`config.mk`:
```
export PLATFORM = sky130hd
export DESIGN_NAME = device_descriptor_rom
export DESIGN_NICKNAME = d
export VERILOG_FILES = /design/src/inc/dev_desc_pkg.sv /design/src/hw/device_descriptor_rom.sv
export SDC_FILE = /design/constraint.sdc
export NUM_CORES = 1
export LEC_CHECK = 0
export ABC_AREA = 0
export BUFFER_PORTS_ARGS = -buffer_cell sky130_fd_sc_hd__buf_4
export CAP_MARGIN = 0
export CORE_MARGIN = 4
export CORE_UTILIZATION = 52
export DETAILED_ROUTE_END_ITERATION = 10
export PLACE_DENSITY = 0.77
export REMOVE_ABC_BUFFERS = 1
export SYNTH_ARGS = -nofsm -noshare
export SYNTH_HDL_FRONTEND = slang
export SYNTH_SLANG_ARGS = --single-unit
```
`constraint.sdc`:
```
create_clock -name clk_in -period 2.1 [get_ports clk_in]
set_input_delay 0.42 -clock clk_in [delete_from_list [all_inputs] [get_ports clk_in]]
set_output_delay 0.42 -clock clk_in [all_outputs]
set_load 0.01 [all_outputs]
```
`src/inc/dev_desc_pkg.sv`:
```
// Purpose: Constants and carrier types for the device descriptor block.
// Assumes: 10 MHz clk_in, Avalon-MM register slave with word addressing.
// Notes:   Each rule below is tagged at the logic and the checks that keep it.
// Contract
// - Byte 0 holds the descriptor length, byte 1 the DEVICE type code.
// - Bytes 2-3 hold the BCD specification release, e.g. 2.10 as 210H.
// - Class zero means interfaces carry own class and run independently.
// - Class 1 to FEH names the class used for aggregate interfaces.
// - Class FFH marks a vendor-specific device class.
// - Subclass at byte 5 reads zero whenever class is zero.
// - With class not FFH only assigned subclass values are used; the block stores any written subclass.
// - Protocol at byte 6 names device-wide class protocol, read through class.
// - Protocol zero means no device-wide class protocol is in use.
// - Protocol FFH means a vendor-specific device-wide protocol.
// - Byte 7 holds endpoint zero packet size: only 8, 16, 32 or 64.
// - Bytes 8-9 hold the vendor identifier.
// - Bytes 10-11 hold the product identifier.
// - Bytes 12-13 hold the BCD device release number.
// - Every descriptor starts with its length byte then its type byte.
// - At high speed endpoint zero packet size reads 64, nothing else.
// - A high-speed capable device reports release 0200H.
package dev_desc_pkg;

	// ==========================================================
	// Descriptor layout
	localparam logic [7:0]  DESC_LENGTH      = 8'h12;
	localparam logic [7:0]  DESC_TYPE_DEVICE = 8'h01;
	localparam logic [4:0]  OFS_LENGTH       = 5'h00;
	localparam logic [4:0]  OFS_TYPE         = 5'h01;
	localparam logic [4:0]  OFS_BCD_USB      = 5'h02;
	localparam logic [4:0]  OFS_CLASS        = 5'h04;
	localparam logic [4:0]  OFS_SUBCLASS     = 5'h05;
	localparam logic [4:0]  OFS_PROTOCOL     = 5'h06;
	localparam logic [4:0]  OFS_MPS0         = 5'h07;
	localparam logic [4:0]  OFS_VENDOR       = 5'h08;
	localparam logic [4:0]  OFS_PRODUCT      = 5'h0A;
	localparam logic [4:0]  OFS_BCD_DEVICE   = 5'h0C;
	localparam logic [4:0]  OFS_LAST         = 5'h0D;

	// ==========================================================
	// Special codes and reset values
	localparam logic [7:0]  CODE_NONE        = 8'h00;
	localparam logic [7:0]  CODE_VENDOR      = 8'hFF;
	localparam logic [15:0] BCD_USB_HS       = 16'h0200;
	localparam logic [15:0] RST_BCD_USB      = 16'h0110;
	localparam logic [15:0] RST_BCD_DEVICE   = 16'h0100;
	localparam logic [7:0]  MPS_8            = 8'h08;
	localparam logic [7:0]  MPS_16           = 8'h10;
	localparam logic [7:0]  MPS_32           = 8'h20;
	localparam logic [7:0]  MPS_64           = 8'h40;

	// ==========================================================
	// Register map, word addresses
	localparam logic [2:0]  REG_CODES        = 3'h0;
	localparam logic [2:0]  REG_IDS          = 3'h1;
	localparam logic [2:0]  REG_RELEASE      = 3'h2;
	localparam logic [2:0]  REG_EP0          = 3'h3;
	localparam logic [2:0]  REG_STATUS       = 3'h4;
	localparam int          ST_HS_ACTIVE     = 0;
	localparam int          ST_BAD_BCD       = 1;
	localparam int          ST_BAD_MPS       = 2;
	localparam int          ST_SUB_FORCED    = 3;

	// Effective descriptor fields, as sent on the byte port
	typedef struct packed {
		logic [15:0] bcd_device;
		logic [15:0] product_id;
		logic [15:0] vendor_id;
		logic [7:0]  ep0_size;
		logic [7:0]  dev_protocol;
		logic [7:0]  dev_subclass;
		logic [7:0]  dev_class;
		logic [15:0] bcd_usb;
	} desc_fields_t;

	// Avalon-MM slave request
	typedef struct packed {
		logic        read;
		logic        write;
		logic [2:0]  address;
		logic [3:0]  byteenable;
		logic [31:0] writedata;
	} avs_req_t;

endpackage : dev_desc_pkg

```
`src/hw/device_descriptor_rom.sv`:
```
// Purpose: Device descriptor bytes 0 to 13, held in software registers.
// Assumes: Avalon-MM slave with waitrequest, word addressing, 32-bit data.
// Notes:   Byte port answers one cycle after desc_rd_in; bus answers after one wait.
`timescale 1ns/1ps

module device_descriptor_rom #(
	parameter bit HS_CAPABLE = 1'b1
) (
	input  wire logic                      clk_in,
	input  wire logic                      sys_rst_in,
	input  wire logic                      clk_en_in,
	input  wire logic                      hs_mode_in,
	input  wire dev_desc_pkg::avs_req_t    avs_req_in,
	output logic [31:0]                    avs_readdata_out,
	output logic                           avs_waitrequest_out,
	input  wire logic                      desc_rd_in,
	input  wire logic [4:0]                desc_index_in,
	output logic [7:0]                     desc_data_out,
	output logic                           desc_valid_out,
	output logic                           iface_independent_out,
	output logic                           aggregate_class_out,
	output logic                           vendor_class_out,
	output logic                           device_protocol_out,
	output logic                           vendor_protocol_out
);
	import dev_desc_pkg::*;

	// ==========================================================
	// Storage
	logic [7:0]   class_reg;
	logic [7:0]   subclass_reg;
	logic [7:0]   protocol_reg;
	logic [15:0]  vendor_reg;
	logic [15:0]  product_reg;
	logic [15:0]  bcd_device_reg;
	logic [15:0]  bcd_usb_reg;
	logic [7:0]   mps_reg;
	logic         bad_bcd_reg;
	logic         bad_mps_reg;
	logic         hs_meta_reg;
	logic         hs_sync_reg;
	logic         wait_reg;
	logic [31:0]  rdata_reg;
	logic [7:0]   data_reg;
	logic         valid_reg;
	logic [4:0]   flags_reg;
	desc_fields_t eff;
	logic         req;
	logic         wr_take;
	logic [31:0]  codes_wmerge;
	logic [31:0]  ids_wmerge;
	logic [31:0]  rel_wmerge;
	logic [31:0]  rd_next;

	assign req     = avs_req_in.read | avs_req_in.write;
	assign wr_take = clk_en_in & avs_req_in.write & ~wait_reg;

	// Merge write data over current word under byte enables
	function automatic logic [31:0] merge(input logic [31:0] cur, input logic [31:0] wd,
		input logic [3:0] be);
		logic [31:0] m;
		m = cur;
		for (int i = 0; i < 4; i++) begin
			if (be[i]) begin
				m[i*8 +: 8] = wd[i*8 +: 8];
			end
		end
		return m;
	endfunction : merge

	// True when every nibble is a decimal digit
	function automatic logic bcd_ok(input logic [15:0] v);
		logic ok;
		ok = 1'b1;
		for (int i = 0; i < 4; i++) begin
			if (v[i*4 +: 4] > 4'h9) begin
				ok = 1'b0;
			end
		end
		return ok;
	endfunction : bcd_ok

	// Only the four packet sizes endpoint zero may take
	function automatic logic mps_ok(input logic [7:0] v);
		return (v == MPS_8) || (v == MPS_16) || (v == MPS_32) || (v == MPS_64);
	endfunction : mps_ok

	// Write words merged over current contents, one per register, so that
	// no clocked process needs a blocking temporary
	assign codes_wmerge = merge({8'h00, protocol_reg, subclass_reg, class_reg},
		avs_req_in.writedata, avs_req_in.byteenable);
	assign ids_wmerge   = merge({product_reg, vendor_reg}, avs_req_in.writedata,
		avs_req_in.byteenable);
	assign rel_wmerge   = merge({bcd_usb_reg, bcd_device_reg}, avs_req_in.writedata,
		avs_req_in.byteenable);

	// ==========================================================
	// High-speed indication from the transceiver, two-stage synchroniser
	always_ff @(posedge clk_in) begin
		if (sys_rst_in) begin
			hs_meta_reg <= 1'b0;
			hs_sync_reg <= 1'b0;
		end else if (clk_en_in) begin
			hs_meta_reg <= hs_mode_in;
			hs_sync_reg <= hs_meta_reg;
		end
	end

	// ==========================================================
	// Effective field values, with the forced cases applied
	always_comb begin
		eff              = '0;
		eff.dev_class    = class_reg;
		// Class zero pins the subclass to zero whatever software left there
		eff.dev_subclass = (class_reg == CODE_NONE) ? CODE_NONE : subclass_reg;
		eff.dev_protocol = protocol_reg;
		eff.ep0_size     = (HS_CAPABLE && hs_sync_reg) ? MPS_64 : mps_reg;
		eff.vendor_id    = vendor_reg;
		eff.product_id   = product_reg;
		eff.bcd_device   = bcd_device_reg;
		eff.bcd_usb      = HS_CAPABLE ? BCD_USB_HS : bcd_usb_reg;
	end

	// ==========================================================
	// Class codes word; subclass passes as written, software owns the
	// assigned-code table when the class is not vendor-specific
	always_ff @(posedge clk_in) begin
		if (sys_rst_in) begin
			class_reg    <= CODE_NONE;
			subclass_reg <= CODE_NONE;
			protocol_reg <= CODE_NONE;
		end else if (wr_take && avs_req_in.address == REG_CODES) begin
			class_reg    <= codes_wmerge[7:0];
			subclass_reg <= codes_wmerge[15:8];
			protocol_reg <= codes_wmerge[23:16];
		end
	end

	// Identifier word
	always_ff @(posedge clk_in) begin
		if (sys_rst_in) begin
			vendor_reg  <= 16'h0000;
			product_reg <= 16'h0000;
		end else if (wr_take && avs_req_in.address == REG_IDS) begin
			vendor_reg  <= ids_wmerge[15:0];
			product_reg <= ids_wmerge[31:16];
		end
	end

	// Release numbers; a half with a non-decimal nibble is refused whole
	always_ff @(posedge clk_in) begin
		if (sys_rst_in) begin
			bcd_device_reg <= RST_BCD_DEVICE;
			bcd_usb_reg    <= RST_BCD_USB;
			bad_bcd_reg    <= 1'b0;
		end else if (wr_take && avs_req_in.address == REG_RELEASE) begin
			if (bcd_ok(rel_wmerge[15:0])) begin
				bcd_device_reg <= rel_wmerge[15:0];
			end
			if (bcd_ok(rel_wmerge[31:16])) begin
				bcd_usb_reg <= rel_wmerge[31:16];
			end
			bad_bcd_reg <= ~(bcd_ok(rel_wmerge[15:0]) & bcd_ok(rel_wmerge[31:16]));
		end
	end

	// Packet size; an illegal size leaves the old one and raises a flag
	always_ff @(posedge clk_in) begin
		if (sys_rst_in) begin
			mps_reg     <= MPS_64;
			bad_mps_reg <= 1'b0;
		end else if (wr_take && avs_req_in.address == REG_EP0 && avs_req_in.byteenable[0]) begin
			if (mps_ok(avs_req_in.writedata[7:0])) begin
				mps_reg <= avs_req_in.writedata[7:0];
			end
			bad_mps_reg <= ~mps_ok(avs_req_in.writedata[7:0]);
		end
	end

	// ==========================================================
	// Read mux; unmapped words read zero
	always_comb begin
		rd_next = 32'h0000_0000;
		unique case (avs_req_in.address)
			REG_CODES:   rd_next = {8'h00, protocol_reg, subclass_reg, class_reg};
			REG_IDS:     rd_next = {product_reg, vendor_reg};
			REG_RELEASE: rd_next = {eff.bcd_usb, bcd_device_reg};
			REG_EP0:     rd_next = {24'h000000, eff.ep0_size};
			REG_STATUS: begin
				rd_next[ST_HS_ACTIVE]  = HS_CAPABLE & hs_sync_reg;
				rd_next[ST_BAD_BCD]    = bad_bcd_reg;
				rd_next[ST_BAD_MPS]    = bad_mps_reg;
				rd_next[ST_SUB_FORCED] = (class_reg == CODE_NONE) && (subclass_reg != CODE_NONE);
			end
			default:     rd_next = 32'h0000_0000;
		endcase
	end

	// Bus handshake: one wait cycle, then a single-cycle answer.
	// Costs a cycle per access but keeps read data straight from a flop.
	always_ff @(posedge clk_in) begin
		if (sys_rst_in) begin
			wait_reg  <= 1'b1;
			rdata_reg <= 32'h0000_0000;
		end else if (clk_en_in) begin
			wait_reg <= ~(req & wait_reg);
			if (avs_req_in.read && wait_reg) begin
				rdata_reg <= rd_next;
			end
		end
	end

	// ==========================================================
	// Descriptor byte port, two-byte fields low byte first
	always_ff @(posedge clk_in) begin
		if (sys_rst_in) begin
			data_reg  <= 8'h00;
			valid_reg <= 1'b0;
		end else if (clk_en_in) begin
			valid_reg <= desc_rd_in && (desc_index_in <= OFS_LAST);
			if (desc_rd_in) begin
				unique case (desc_index_in)
					OFS_LENGTH:         data_reg <= DESC_LENGTH;
					OFS_TYPE:           data_reg <= DESC_TYPE_DEVICE;
					OFS_BCD_USB:        data_reg <= eff.bcd_usb[7:0];
					OFS_BCD_USB + 5'h1: data_reg <= eff.bcd_usb[15:8];
					OFS_CLASS:          data_reg <= eff.dev_class;
					OFS_SUBCLASS:       data_reg <= eff.dev_subclass;
					OFS_PROTOCOL:       data_reg <= eff.dev_protocol;
					OFS_MPS0:           data_reg <= eff.ep0_size;
					OFS_VENDOR:         data_reg <= eff.vendor_id[7:0];
					OFS_VENDOR + 5'h1:  data_reg <= eff.vendor_id[15:8];
					OFS_PRODUCT:        data_reg <= eff.product_id[7:0];
					OFS_PRODUCT + 5'h1: data_reg <= eff.product_id[15:8];
					OFS_BCD_DEVICE:     data_reg <= eff.bcd_device[7:0];
					OFS_LAST:           data_reg <= eff.bcd_device[15:8];
					default:            data_reg <= 8'h00;
				endcase
			end
		end
	end

	// ==========================================================
	// Decoded meaning of class and protocol codes for the rest of the device
	always_ff @(posedge clk_in) begin
		if (sys_rst_in) begin
			flags_reg <= 5'b00001;
		end else if (clk_en_in) begin
			flags_reg[0] <= (eff.dev_class == CODE_NONE);
			flags_reg[1] <= (eff.dev_class != CODE_NONE) && (eff.dev_class != CODE_VENDOR);
			flags_reg[2] <= (eff.dev_class == CODE_VENDOR);
			flags_reg[3] <= (eff.dev_protocol != CODE_NONE);
			flags_reg[4] <= (eff.dev_protocol == CODE_VENDOR);
		end
	end

	assign avs_readdata_out      = rdata_reg;
	assign avs_waitrequest_out   = wait_reg;
	assign desc_data_out         = data_reg;
	assign desc_valid_out        = valid_reg;
	assign iface_independent_out = flags_reg[0];
	assign aggregate_class_out   = flags_reg[1];
	assign vendor_class_out      = flags_reg[2];
	assign device_protocol_out   = flags_reg[3];
	assign vendor_protocol_out   = flags_reg[4];

	// ==========================================================
	// Checks
	a_head_bytes: assert property (@(posedge clk_in) disable iff (sys_rst_in)
		clk_en_in && desc_rd_in && desc_index_in <= OFS_TYPE |=>
		desc_valid_out && desc_data_out ==
		(($past(desc_index_in) == OFS_LENGTH) ? DESC_LENGTH : DESC_TYPE_DEVICE))
		else $error("length or type byte wrong");

	a_sub_zeroed: assert property (@(posedge clk_in) disable iff (sys_rst_in)
		clk_en_in && desc_rd_in && desc_index_in == OFS_SUBCLASS && class_reg == CODE_NONE
		|=> desc_data_out == CODE_NONE)
		else $error("subclass not zero under class zero");

	a_hs_size: assert property (@(posedge clk_in) disable iff (sys_rst_in)
		clk_en_in && hs_sync_reg && desc_rd_in && desc_index_in == OFS_MPS0
		|=> !HS_CAPABLE || desc_data_out == MPS_64)
		else $error("high speed packet size not 64");

	a_size_legal: assert property (@(posedge clk_in) disable iff (sys_rst_in)
		mps_ok(mps_reg))
		else $error("illegal endpoint zero size");

	a_size_refused: assert property (@(posedge clk_in) disable iff (sys_rst_in)
		wr_take && avs_req_in.address == REG_EP0 && avs_req_in.byteenable[0] &&
		!mps_ok(avs_req_in.writedata[7:0]) |=> $stable(mps_reg) && bad_mps_reg)
		else $error("illegal size not refused");

	a_usb_release: assert property (@(posedge clk_in) disable iff (sys_rst_in)
		clk_en_in && desc_rd_in && desc_index_in == OFS_BCD_USB + 5'h1 && HS_CAPABLE
		|=> desc_data_out == BCD_USB_HS[15:8])
		else $error("release high byte wrong");

	a_vendor_lsb: assert property (@(posedge clk_in) disable iff (sys_rst_in)
		clk_en_in && desc_rd_in && desc_index_in == OFS_VENDOR
		|=> desc_data_out == $past(vendor_reg[7:0]))
		else $error("vendor low byte not first");

	a_class_vendor: assert property (@(posedge clk_in) disable iff (sys_rst_in)
		clk_en_in && class_reg == CODE_VENDOR ##1 clk_en_in |->
		vendor_class_out && !aggregate_class_out && !iface_independent_out)
		else $error("vendor class flags wrong");

	a_proto_flags: assert property (@(posedge clk_in) disable iff (sys_rst_in)
		clk_en_in && protocol_reg == CODE_NONE |=> !device_protocol_out && !vendor_protocol_out)
		else $error("protocol zero decoded wrong");

	a_bcd_kept: assert property (@(posedge clk_in) disable iff (sys_rst_in)
		bcd_ok(bcd_device_reg) && bcd_ok(bcd_usb_reg))
		else $error("non-decimal release stored");

	a_bus_answer: assert property (@(posedge clk_in) disable iff (sys_rst_in)
		clk_en_in && req && wait_reg |=> !wait_reg ##1 (wait_reg || !$past(clk_en_in)))
		else $error("bus answer timing wrong");

	// Read data is caught on the edge that drops waitrequest and stands through the answer
	a_read_stands: assert property (@(posedge clk_in) disable iff (sys_rst_in)
		clk_en_in && avs_req_in.read && wait_reg |=> avs_readdata_out == $past(rd_next))
		else $error("read data not registered");

	a_bcd_refused: assert property (@(posedge clk_in) disable iff (sys_rst_in)
		wr_take && avs_req_in.address == REG_RELEASE && !bcd_ok(rel_wmerge[15:0])
		|=> $stable(bcd_device_reg) && bad_bcd_reg)
		else $error("non-decimal release not refused");

	a_index_refused: assert property (@(posedge clk_in) disable iff (sys_rst_in)
		clk_en_in && desc_rd_in && desc_index_in > OFS_LAST
		|=> !desc_valid_out && desc_data_out == 8'h00)
		else $error("index past end answered");

	a_valid_pulse: assert property (@(posedge clk_in) disable iff (sys_rst_in)
		clk_en_in && !desc_rd_in |=> !desc_valid_out)
		else $error("byte valid without request");

	a_iface_flag: assert property (@(posedge clk_in) disable iff (sys_rst_in)
		clk_en_in && class_reg == CODE_NONE
		|=> iface_independent_out && !aggregate_class_out && !vendor_class_out)
		else $error("class zero decoded wrong");

	a_aggregate_flag: assert property (@(posedge clk_in) disable iff (sys_rst_in)
		clk_en_in && class_reg != CODE_NONE && class_reg != CODE_VENDOR
		|=> aggregate_class_out && !iface_independent_out && !vendor_class_out)
		else $error("aggregate class decoded wrong");

	a_proto_vendor: assert property (@(posedge clk_in) disable iff (sys_rst_in)
		clk_en_in && protocol_reg == CODE_VENDOR |=> vendor_protocol_out && device_protocol_out)
		else $error("vendor protocol decoded wrong");

	a_product_lsb: assert property (@(posedge clk_in) disable iff (sys_rst_in)
		clk_en_in && desc_rd_in && desc_index_in == OFS_PRODUCT
		|=> desc_data_out == $past(product_reg[7:0]))
		else $error("product low byte not first");

	a_release_lsb: assert property (@(posedge clk_in) disable iff (sys_rst_in)
		clk_en_in && desc_rd_in && desc_index_in == OFS_BCD_DEVICE
		|=> desc_data_out == $past(bcd_device_reg[7:0]))
		else $error("device release low byte not first");

endmodule : device_descriptor_rom

```
# --- Word-level counts from Yosys, hierarchy flattened ---
# Index checks and enable logic that the tools add are counted.
word_totals:
  reg_bits: 147
  word_cells: 111
classes:
  n_lt_le_gt_ge: 9
  eq_ne: 23
  muxes: 21
  bitwise_logic: 9
  reduce_logical: 30
ops:
  columns: ["cell", "n"]
  rows:
  - ["$pmux 28 s4", 1]
  - ["$pmux 8 s13", 1]
  - ["$mux 8", 6]
  - ["$gt 4x4->1 const B", 8]
  - ["$eq 5x4->1 const B", 6]
  - ["$reduce_and 2->1", 12]
  - ["$reduce_bool 8->1", 3]
  - ["$eq 5x3->1 const B", 4]
  - ["$pmux 4 s5", 1]
  - ["$eq 8x8->1 const B", 2]
  - ["$mux 1", 12]
  - ["$logic_and 1x1->1", 9]
  - ["$eq 8x4->1 const B", 1]
  - ["$eq 8x5->1 const B", 1]
  - ["$eq 8x6->1 const B", 1]
  - ["$eq 8x7->1 const B", 1]
  - ["$logic_not 8->1", 1]
  - ["$ne 8x8->1 const B", 1]
  - ["$eq 3x2->1 const B", 2]
  - ["$eq 5x1->1 const B", 1]
  - ["$eq 5x2->1 const B", 1]
  - ["$le 5x4->1 const B", 1]
  - ["$logic_not 5->1", 1]
  - ["$and 1x1->1", 4]
  - ["other kinds (6)", 11]

# --- Logic depth before layout (Yosys ltp) ---
# Gate-level depths: netlist (run 1).
depth:
  word_depth: 10
  mapped_depth: 8
  depth_no_buf: 5

# --- Worst setup path after synthesis (run 1) ---
# Ideal clock, no wire load.
synth_path:
  kind: "in2reg"
  from: "input avs_req_in[36] (netlist bit)"
  to: "register bcd_usb_reg[10]"
  setup_time_ps: 130
  arrival_ps: 1930
  t_required_ps: 1970
  setup_slack_ps: 40
  stages: 8
  path_buffers: 3
  cell_sequence: "buf_2 nand2b_4 a2111o_1 or4_1 buf_2 buf_6 o21ai_1 a21oi_1"
synth_between:
  elab_chain_len: 3
synth_rtl:
  columns: ["element", "line", "source"]
  rows:
  - ["start, declared", "device_descriptor_rom.sv:13", "input wire dev_desc_pkg::avs_req_t avs_req_in,"]
  - ["$eq 3x2->1", "device_descriptor_rom.sv:156", "end else if (wr_take && avs_req_in.address == REG_RELEASE) begin"]
  - ["$logic_and 1x1->1", "device_descriptor_rom.sv:156", null]
  - ["$reduce_and 2->1 (no source line)", null, null]
  - ["end signal, assigned", "device_descriptor_rom.sv:161", "bcd_usb_reg <= rel_wmerge[31:16];"]
  - ["end, declared", "device_descriptor_rom.sv:36", "logic [15:0] bcd_usb_reg;"]
# Every way passes these cells.
# A chain may end at the register's enable or synchronous reset.

# --- Final worst setup path (run 1) ---
layout_path:
  from: "register bcd_usb_reg[13]"
  to: "register bcd_usb_reg[15]"
layout_between:
  elab_chain_len: 6
layout_rtl:
  columns: ["element", "line", "source"]
  rows:
  - ["$mux 8", "device_descriptor_rom.sv:64", "if (be[i]) begin"]
  - ["$gt 4x4->1", "device_descriptor_rom.sv:76", "if (v[i*4 +: 4] > 4'h9) begin"]
  - ["$mux 1", "device_descriptor_rom.sv:76", null]
  - ["$mux 1", "device_descriptor_rom.sv:156", null]
  - ["$mux 1", "device_descriptor_rom.sv:152", "if (sys_rst_in) begin"]
  - ["$reduce_and 2->1 (no source line)", null, null]
# Every way passes these cells. The select of a mux whose other input is x is not followed.

==> results of run 1 <==
[power groups by stage]
stage / Clock [W] / Sequential (W) / Combinational (W)
final: 0.00335 / 0.00273 / 0.000483
after global placement: 0 / 0.00279 / 0.000455
after detailed placement: 0 / 0.00279 / 0.000467
after floorplan: 0 / 0.00279 / 0.000137
after CTS: 0.00338 / 0.00273 / 0.000472
after global routing: 0.00347 / 0.00273 / 0.000510
[cells by family after synthesis]
logic type | count (synthesis) | synth area share [%]
simple gates | 314 | 21.9
compound gates | 200 | 19.4
xor+xnor | 1 | 0.129
mux | 82 | 12.4
buf+inv | 67 | 3.97
flops | 143 | 42.3
[worst register-to-register path, cell delays in order (launching register included)]
cell and delay (ns):
dfxtp_1 0.31, or2_1 0.23, a2111o_1 0.46, or4_1 0.45
buf_4 0.21, o21ai_1 0.17, a21oi_1 0.10
[per-layer routing]
metal,track usage (%),routed length (um),up-vias,share of wire (%)
met4,11.8,686,0,3.0
met3,6.41,1920,52,8.4
met1,42.0,9640,3265,42
met2,49.7,10700,365,47
met5,0,0,-,0
li1,-,-,3168,-
[cell type report]
cell class	count	area, um^2	share of cell area, %
clock buffer	21	470	5.47
inverter	6	22.5	0.262
tap	172	215	2.50
clock inverter	10	184	2.14
multi-input combinational	597	3640	42.3
timing repair buffer	161	1210	14.1
sequential	143	2860	33.3
[through the flow]
step	TNS, ns	cells	hold WS [ns]
2_1_floorplan	-1.96	746	0.433
3_3_place_gp	-0.174	1079	0.441
3_5_place_dp	-1.13	1079	0.454
4_1_cts	0	1110	0.237
5_1_grt	0	1110	0.261
6_report	0	1110	0.238
[worst max path at each step]
| stage | endpoint | slack, ns | cells past startpoint |
|---|---|---|---|
| 2_1_floorplan | avs_readdata_out[25]$_SDFFE_PP0P_ | -0.19 | 4 |
| 3_3_place_gp | bcd_usb_reg[15]$_SDFFE_PP0P_ | -0.05 | 7 |
| 3_5_place_dp | bcd_usb_reg[15]$_SDFFE_PP0P_ | -0.16 | 7 |
| 4_1_cts | bcd_usb_reg[15]$_SDFFE_PP0P_ | 0.05 | 6 |
| 5_1_grt | bcd_usb_reg[6]$_SDFFE_PP0P_ | 0.01 | 6 |
| 6_report | bcd_usb_reg[15]$_SDFFE_PP0P_ | 0.05 | 6 |
[cell usage after synthesis, drive strengths merged, types with 2 or more instances]
cell type,number,area share [%]
nor4,8,0.96
clkbuf,49,2.7
inv,5,0.28
a221o,2,0.30
nand2b,6,0.67
mux2i,78,12
a22o,7,0.91
nor2b,7,0.65
nand4,7,0.65
a31oi,2,0.18
nor3b,2,0.30
or2,4,0.37
o21ai,46,3.4
mux2,3,0.50
a311oi,2,0.26
a32o,2,0.30
buf,12,0.92
a21oi,60,4.4
nor2,96,5.3
a22oi,32,3.5
a211oi,4,0.52
o211ai,10,1.1
nor4bb,2,0.30
nand2,95,5.3
a2bb2oi,2,0.26
nand3,52,3.8
a221oi,16,2.2
and2,6,0.55
dfxtp,143,42
a32oi,2,0.26
nor4b,2,0.26
nand3b,2,0.22
nor3,21,1.8
==> out/qor.csv, run 1 <==
stage,metric,value,unit
clock_network,htreeDepth,4,
power_and_ir_drop,power_frac_comb,7.4,%
run_status,status,"complete, no violations",
worst_setup_path,slowest_delay,0.46,ns
power_and_ir_drop,p_leak,3.53,nW
sta,tightest_slew,0.546,ns
sta,timing.final.crit_share,97.6,%
drt,via_per_inst,6.17,
cells_and_area,fin_util,67.9,%
grt,grt_pass1_vias,6485,
cells_and_area,drive_above_1_share,22.0,%
power_and_ir_drop,power_frac_seq,41.6,%
grt,grt_pass1_wl,35500,um
logic_synthesis,yosysWarningCount,0,
power_and_ir_drop,power_density,764,nW/um^2
clock_network,cts_setup_buffers,0,
die,row_count,41,
min_path,min_from,hs_mode_in,
min_path,min_to,hs_meta_reg$_SDFFE_PP0P_,
drt,dr.pass1.iters,6,
sta,max_freq,488,MHz
drt,drc,0,
clock_network,cts_buffer_depth,2,
grt,grt_overflow_total,0,
drt,antenna_left,0,
power_and_ir_drop,p_sw_share,22.4,%
logic_synthesis,synthCells,807,
sta,hold_violations,0,
grt,grt_usage,31.2,%
cells_and_area,layout_commonest_cell,buf_4,
clock_network,clk_pin_slew_worst_paths,0.06,ns
logic_synthesis,synth_ff_type,dfxtp_1,
place,hpwl,16800,um
min_path,holdPathStages,3,
cells_and_area,fin_area,8600,um^2
clock_network,clock-sinks,143,
place,portBuffers,97,
grt,antenna_found_initial,0,
worst_setup_path,reg2reg_from,bcd_usb_reg[13]$_SDFFE_PP0P_,
cells_and_area,mostFrequentLayoutCells,"161 x buf_4, 143 x dfxtp_1, 96 x nor2_1",
clock_network,clockRootBuffer,clkbuf_16,
drt,routedWlPerCell,20.7,um
min_path,hold_path.class,input port to register,
worst_setup_path,crit_chain,or2_1 > a2111o_1 > or4_1 > buf_4 > o21ai_1 > a21oi_1,
place,place.gp.congestion,0.939,
worst_setup_path,critPathLaunchType,register,
sta,min_period,2.05,ns
logic_synthesis,ys_seq_area_share,42.3,%
clock_network,ctsResizeCount,1,
worst_setup_path,arrival,2.36,ns
die,initial_utilization,53.4,%
worst_setup_path,crit_required,2.41,ns
sta,slew_headroom,63.5,%
run,maxCapViolations,0,
clock_network,postCtsHoldBufs,0,
die,io_pins,98,
sta,setup_ws,0.0513,ns
logic_synthesis,synth-edff-count,0,
logic_synthesis,syn_area,6770,um^2
die,die_y,122,um
sta,slew_viol_final,0,
place,preCtsSetupSlack,-0.157,ns
logic_synthesis,synthDistinctLibCells,64,
worst_setup_path,endpoint_kind,register,
logic_synthesis,synth.avg_cell_area,8.39,um^2
worst_setup_path,crit_family,compound AO/OA/AOI/OAI gates,
logic_synthesis,synth-async-reset-ratio,0,%
worst_setup_path,path_max_fanout,12,
cells_and_area,syn_to_final_growth,27.1,%
die,die_x,122,um
sta,setup_viol,0,
worst_setup_path,rr_endpoint,bcd_usb_reg[15]$_SDFFE_PP0P_,
worst_setup_path,r2r_cells,6,
drt,vias,6850,
power_and_ir_drop,total_power,0.00657,W
sta,fin_skew,0.00505,ns
worst_setup_path,cp_slowest_cell,a2111o_1,
drt,routed_wl,22900,um
power_and_ir_drop,power_frac_clock,51.1,%
place,placed_cell_area,7950,um^2
worst_setup_path,timing.critical_path.buf_inv,1,
power_and_ir_drop,vdd_drop_max,0.648,mV
clock_network,clkLatencyLatePin,0.43,ns
worst_setup_path,startpoint,bcd_usb_reg[13]$_SDFFE_PP0P_,
worst_setup_path,worstSetupPathType,register to register,
cells_and_area,n_antenna_cell,0,
cells_and_area,fillerInstances,1022,
power_and_ir_drop,internal-power,0.00510,W
worst_setup_path,rrSetupSlack,0.05,ns
drt,drt_iter0_markers,928,
sta,rsz0062_at_grt,false,
cells_and_area,nets,977,
cells_and_area,largest_reg_flops,32,
clock_network,cts_buffers,17,
grt,grt_max_degree,34,
power_and_ir_drop,switching_power,0.00147,W
die,coreArea,12700,um^2
logic_synthesis,ys_seq_elements,143,
clock_network,cts_tree,built,
die,die-area,14900,um^2
Note: power is estimated with default switching activity, not from simulation.
==> inputs of run 2 (changes only) <==
RECOVER_POWER = 25   (was default)
==> out/qor.csv, run 2 (synthesis gave the netlist of run 1 again) <==
stage,metric,value,unit
place,preCtsSetupSlack,-0.157,ns
worst_setup_path,r2r_cells,6,
worst_setup_path,endpoint_kind,register,
sta,rsz0062_at_grt,false,
die,die_y,122,um
worst_setup_path,crit_required,2.41,ns
clock_network,htreeDepth,4,
die,coreArea,12700,um^2
grt,grt_usage,31.2,%
worst_setup_path,rrSetupSlack,0.05,ns
worst_setup_path,path_max_fanout,12,
drt,drt_iter0_markers,996,
clock_network,cts_tree,built,
grt,grt_pass1_vias,6485,
place,place.gp.congestion,0.939,
clock_network,clock-sinks,143,
min_path,hold_path.class,input port to register,
drt,drt-met1-wl,9520,um
die,row_count,41,
drt,routed_wl,22900,um
drt,routedWlPerCell,20.7,um
cells_and_area,mostFrequentLayoutCells,"143 x dfxtp_1, 120 x buf_4, 96 x nor2_1",
grt,grt_overflow_total,0,
worst_setup_path,reg2reg_from,bcd_usb_reg[13]$_SDFFE_PP0P_,
clock_network,clkLatencyLatePin,0.43,ns
die,initial_utilization,53.4,%
place,hpwl,16800,um
cells_and_area,n_antenna_cell,0,
min_path,min_to,hs_meta_reg$_SDFFE_PP0P_,
drt,drc,0,
run,maxCapViolations,0,
drt,dr.pass1.iters,7,
power_and_ir_drop,p_leak,3.36,nW
worst_setup_path,cp_slowest_cell,a2111o_1,
cells_and_area,layout_commonest_cell,dfxtp_1,
run_status,status,"complete, no violations",
drt,via_per_inst,6.13,
die,io_pins,98,
worst_setup_path,timing.critical_path.buf_inv,1,
sta,tightest_slew,0.541,ns
worst_setup_path,critPathLaunchType,register,
clock_network,cts_setup_buffers,0,
grt,grt_pass1_wl,35500,um
worst_setup_path,crit_family,compound AO/OA/AOI/OAI gates,
die,die-area,14900,um^2
sta,setup_viol,0,
sta,max_freq,488,MHz
place,placed_cell_area,7950,um^2
sta,min_period,2.05,ns
sta,slew_viol_final,0,
cells_and_area,fin_area,8450,um^2
sta,slew_headroom,63.9,%
sta,hold_violations,0,
worst_setup_path,rr_endpoint,bcd_usb_reg[15]$_SDFFE_PP0P_,
sta,timing.final.crit_share,97.7,%
drt,dr_wl_met3,2140,um
cells_and_area,syn_to_final_growth,24.8,%
grt,antenna_found_initial,0,
sta,fin_skew,0.00527,ns
clock_network,cts_buffers,17,
worst_setup_path,worstSetupPathType,register to register,
clock_network,cts_buffer_depth,2,
cells_and_area,nets,977,
die,die_x,122,um
worst_setup_path,arrival,2.36,ns
clock_network,clockRootBuffer,clkbuf_16,
drt,antenna_left,0,
cells_and_area,drive_above_1_share,17.6,%
drt,met2RoutedLength,10600,um
drt,vias,6805,
min_path,min_from,hs_mode_in,
place,portBuffers,97,
worst_setup_path,slowest_delay,0.46,ns
grt,grt_max_degree,34,
sta,hold_slack,0.242,ns
power_and_ir_drop,power_density,777,nW/um^2
worst_setup_path,crit_chain,or2_1 > a2111o_1 > or4_1 > buf_4 > o21ai_1 > a21oi_1,
clock_network,clk_pin_slew_worst_paths,0.06,ns
sta,setup_ws,0.0493,ns
min_path,holdPathStages,3,
power_and_ir_drop,vdd_drop_max,0.646,mV
cells_and_area,largest_reg_flops,32,
drt,top_layer_used,met4,
==> run 2: how the worst max path moves through the flow <==
stage | start | endpoint | depth (start not counted)
2_1_floorplan | avs_waitrequest_out$_SDFFE_PP1P_ | avs_readdata_out[25]$_SDFFE_PP0P_ | 4
3_3_place_gp | avs_req_in[38] | bcd_usb_reg[15]$_SDFFE_PP0P_ | 7
3_5_place_dp | avs_req_in[38] | bcd_usb_reg[15]$_SDFFE_PP0P_ | 7
4_1_cts | bcd_usb_reg[13]$_SDFFE_PP0P_ | bcd_usb_reg[15]$_SDFFE_PP0P_ | 6
5_1_grt | bcd_usb_reg[13]$_SDFFE_PP0P_ | bcd_usb_reg[6]$_SDFFE_PP0P_ | 6
6_report | bcd_usb_reg[13]$_SDFFE_PP0P_ | bcd_usb_reg[15]$_SDFFE_PP0P_ | 6
==> run 2: area by class of cell <==
type	instances	area, um^2
Clock buffer	21	470
Sequential cell	143	2860
Multi-Input combinational cell	597	3640
Inverter	6	22.5
Tap cell	172	215
Clock inverter	10	184
Timing Repair Buffer	161	1050
Fill cell	1068	4220
==> run 2: report_power, final <==
part	internal, W	total, W	switching [W]
sequential	0.00272	0.00273	0.00000897
clock	0.00219	0.00335	0.00116
combinational	0.000180	0.000479	0.000298
==> run 2: what timing repair did <==
action                     CTS  global route
gates resized for setup      1             1
hold buffers                 0             0
setup endpoints to repair    1             1
==> run 2: per-stage QoR <==
stage | instances | setup TNS (ns) | total power [W] | utilization (%)
after floorplan | 746 | -1.96 | 0.00293 | -
after global placement | 1079 | -0.174 | 0.00325 | 62.7
after detailed placement | 1079 | -1.13 | 0.00326 | 62.7
after CTS | 1110 | 0 | 0.00658 | 67.9
after global routing | 1110 | 0 | 0.00671 | 66.7
final | 1110 | 0 | 0.00656 | 66.7
==> run 2: per-layer routing <==
layer	vias up	track usage, %
met1	3208	42.0
met5	-	0
met3	54	6.41
met2	381	49.7
met4	0	11.8
li1	3162	-
==> run 2: worst reg2reg max path, stage by stage (launching register included) <==
cell	delay [ns]
dfxtp_1	0.31
or2_1	0.23
a2111o_1	0.46
or4_1	0.45
buf_4	0.21
o21ai_1	0.18
a21oi_1	0.10
==> inputs of run 3 (changes only) <==
CORE_MARGIN = default   (was 4)
==> out/qor.csv, run 3 (synthesis gave the netlist of run 1 again) <==
stage,metric,value,unit
cells_and_area,mostFrequentLayoutCells,"143 x dfxtp_1, 117 x buf_4, 96 x nor2_1",
clock_network,cts_buffer_depth,2,
worst_setup_path,endpoint_kind,register,
drt,routedWlPerCell,19.8,um
worst_setup_path,cp_slowest_cell,a2111o_1,
cells_and_area,layout_commonest_cell,dfxtp_1,
cells_and_area,drive_above_1_share,17.5,%
power_and_ir_drop,power_frac_clock,47.3,%
run_status,status,"complete, no violations",
die,io_pins,98,
grt,grt_max_degree,122,
power_and_ir_drop,power_frac_seq,45.0,%
die,die_x,116,um
drt,routed_wl,22000,um
grt,grt_usage,33.5,%
power_and_ir_drop,power_density,725,nW/um^2
die,row_count,41,
sta,setup_ws,0.150,ns
sta,max_freq,513,MHz
die,die-area,13500,um^2
drt,dr.pass1.iters,6,
clock_network,clock-sinks,143,
sta,timing.final.crit_share,92.8,%
worst_setup_path,path_max_fanout,12,
die,initial_utilization,53.4,%
run,maxCapViolations,0,
die,die_y,116,um
grt,grt_pass1_wl,33800,um
grt,grt_overflow_total,0,
place,hpwl,16000,um
place,portBuffers,97,
worst_setup_path,critPathLaunchType,register,
grt,antenna_found_initial,0,
drt,top_layer_used,met4,
worst_setup_path,crit_required,2.39,ns
power_and_ir_drop,p_sw_share,24.0,%
worst_setup_path,slowest_delay,0.47,ns
place,preCtsSetupSlack,-0.114,ns
worst_setup_path,worstSetupPathType,register to register,
worst_setup_path,arrival,2.24,ns
sta,hold_violations,0,
die,coreArea,12700,um^2
drt,drt-met1-wl,9640,um
drt,drc,0,
sta,slew_headroom,36.6,%
cells_and_area,n_antenna_cell,0,
cells_and_area,nets,976,
clock_network,clockRootBuffer,clkbuf_16,
power_and_ir_drop,vdd_drop_max,0.517,mV
sta,min_period,1.95,ns
cells_and_area,largest_reg_flops,32,
sta,tightest_slew,0.945,ns
drt,drt_iter0_markers,785,
clock_network,clkLatencyLatePin,0.43,ns
sta,setup_viol,0,
grt,grt_pass1_vias,6233,
cells_and_area,fin_util,66.1,%
sta,fin_skew,0.00813,ns
place,place.gp.congestion,0.935,
worst_setup_path,crit_chain,or2_1 > a2111o_1 > or4_1 > buf_4 > o21ai_0 > a21oi_1,
min_path,hold_path.class,input port to register,
clock_network,htreeDepth,4,
clock_network,cts_buffers,17,
power_and_ir_drop,power_frac_comb,7.7,%
power_and_ir_drop,switching_power,0.00146,W
drt,via_per_inst,6.16,
clock_network,postCtsHoldBufs,0,
drt,met2RoutedLength,10100,um
drt,antenna_left,0,
power_and_ir_drop,p_leak,3.32,nW
sta,slew_viol_final,0,
sta,rsz0062_at_grt,false,
power_and_ir_drop,internal-power,0.00461,W
clock_network,cts_tree,built,
cells_and_area,syn_to_final_growth,23.7,%
clock_network,clk_pin_slew_worst_paths,0.06,ns
drt,dr_wl_met3,1750,um
drt,vias,6840,
[run 3: layout make-up]
| class | instances | area, um^2 |
|---|---|---|
| flip-flops and latches | 143 | 2860 |
| inverters | 6 | 22.5 |
| repair buffers | 160 | 1070 |
| clock inverters | 10 | 86.3 |
| well taps | 172 | 215 |
| clock buffers | 22 | 474 |
| multi-input cells | 597 | 3640 |
| fillers | 1057 | 4300 |
[run 3: stage by stage]
step | setup TNS [ns] | power, W | hold slack (ns) | cell area, um^2 | cells
2_1_floorplan | -1.96 | 0.00293 | 0.433 | 6520 | 746
3_3_place_gp | -0.259 | 0.00324 | 0.456 | 7960 | 1078
3_5_place_dp | -0.804 | 0.00325 | 0.455 | 7960 | 1078
4_1_cts | 0 | 0.00608 | 0.227 | 8520 | 1110
5_1_grt | 0 | 0.00621 | 0.254 | 8370 | 1110
6_report | 0 | 0.00607 | 0.237 | 8370 | 1110
[run 3: per-layer routing]
metal,global-route usage (%),vias to the layer above
met5,0,-
met1,45.9,3295
met3,6.28,45
met2,53.0,341
li1,-,3159
met4,11.8,0
[run 3: worst paths after layout]
kind | start | end | slack (ns) | cells past startpoint
worst max register to register | bcd_usb_reg[13]$_SDFFE_PP0P_ | bcd_usb_reg[1]$_SDFFE_PP0P_ | 0.15 | 6
worst max-delay path | bcd_usb_reg[13]$_SDFFE_PP0P_ | bcd_usb_reg[1]$_SDFFE_PP0P_ | 0.15 | 6
worst min register to register | avs_readdata_out[25]$_SDFFE_PP0P_ | avs_readdata_out[25]$_SDFFE_PP0P_ | 0.46 | 2
worst min-delay path | hs_mode_in | hs_meta_reg$_SDFFE_PP0P_ | 0.24 | 3
[run 3: power by group through the flow]
stage                     clock network, W  logic, W  registers (W)
final                              0.00287  0.000467        0.00273
after floorplan                          0  0.000137        0.00279
after global placement                   0  0.000452        0.00279
after CTS                          0.00289  0.000461        0.00273
after global routing               0.00299  0.000493        0.00273
after detailed placement                 0  0.000458        0.00279
[run 3: timing repair]
item / in CTS / in global routing
resized for setup: 0 / 2
buffers inserted: 0 / 0
setup endpoints to repair: 0 / 1
[run 3: critical path: cells and delay by family (launching register included)]
kind / cells / cell delay (ns)
AND/OR/NAND/NOR: 2 / 0.63
buffers and inverters: 1 / 0.19
flip-flops: 1 / 0.31
AO/OA/AOI/OAI: 3 / 0.69
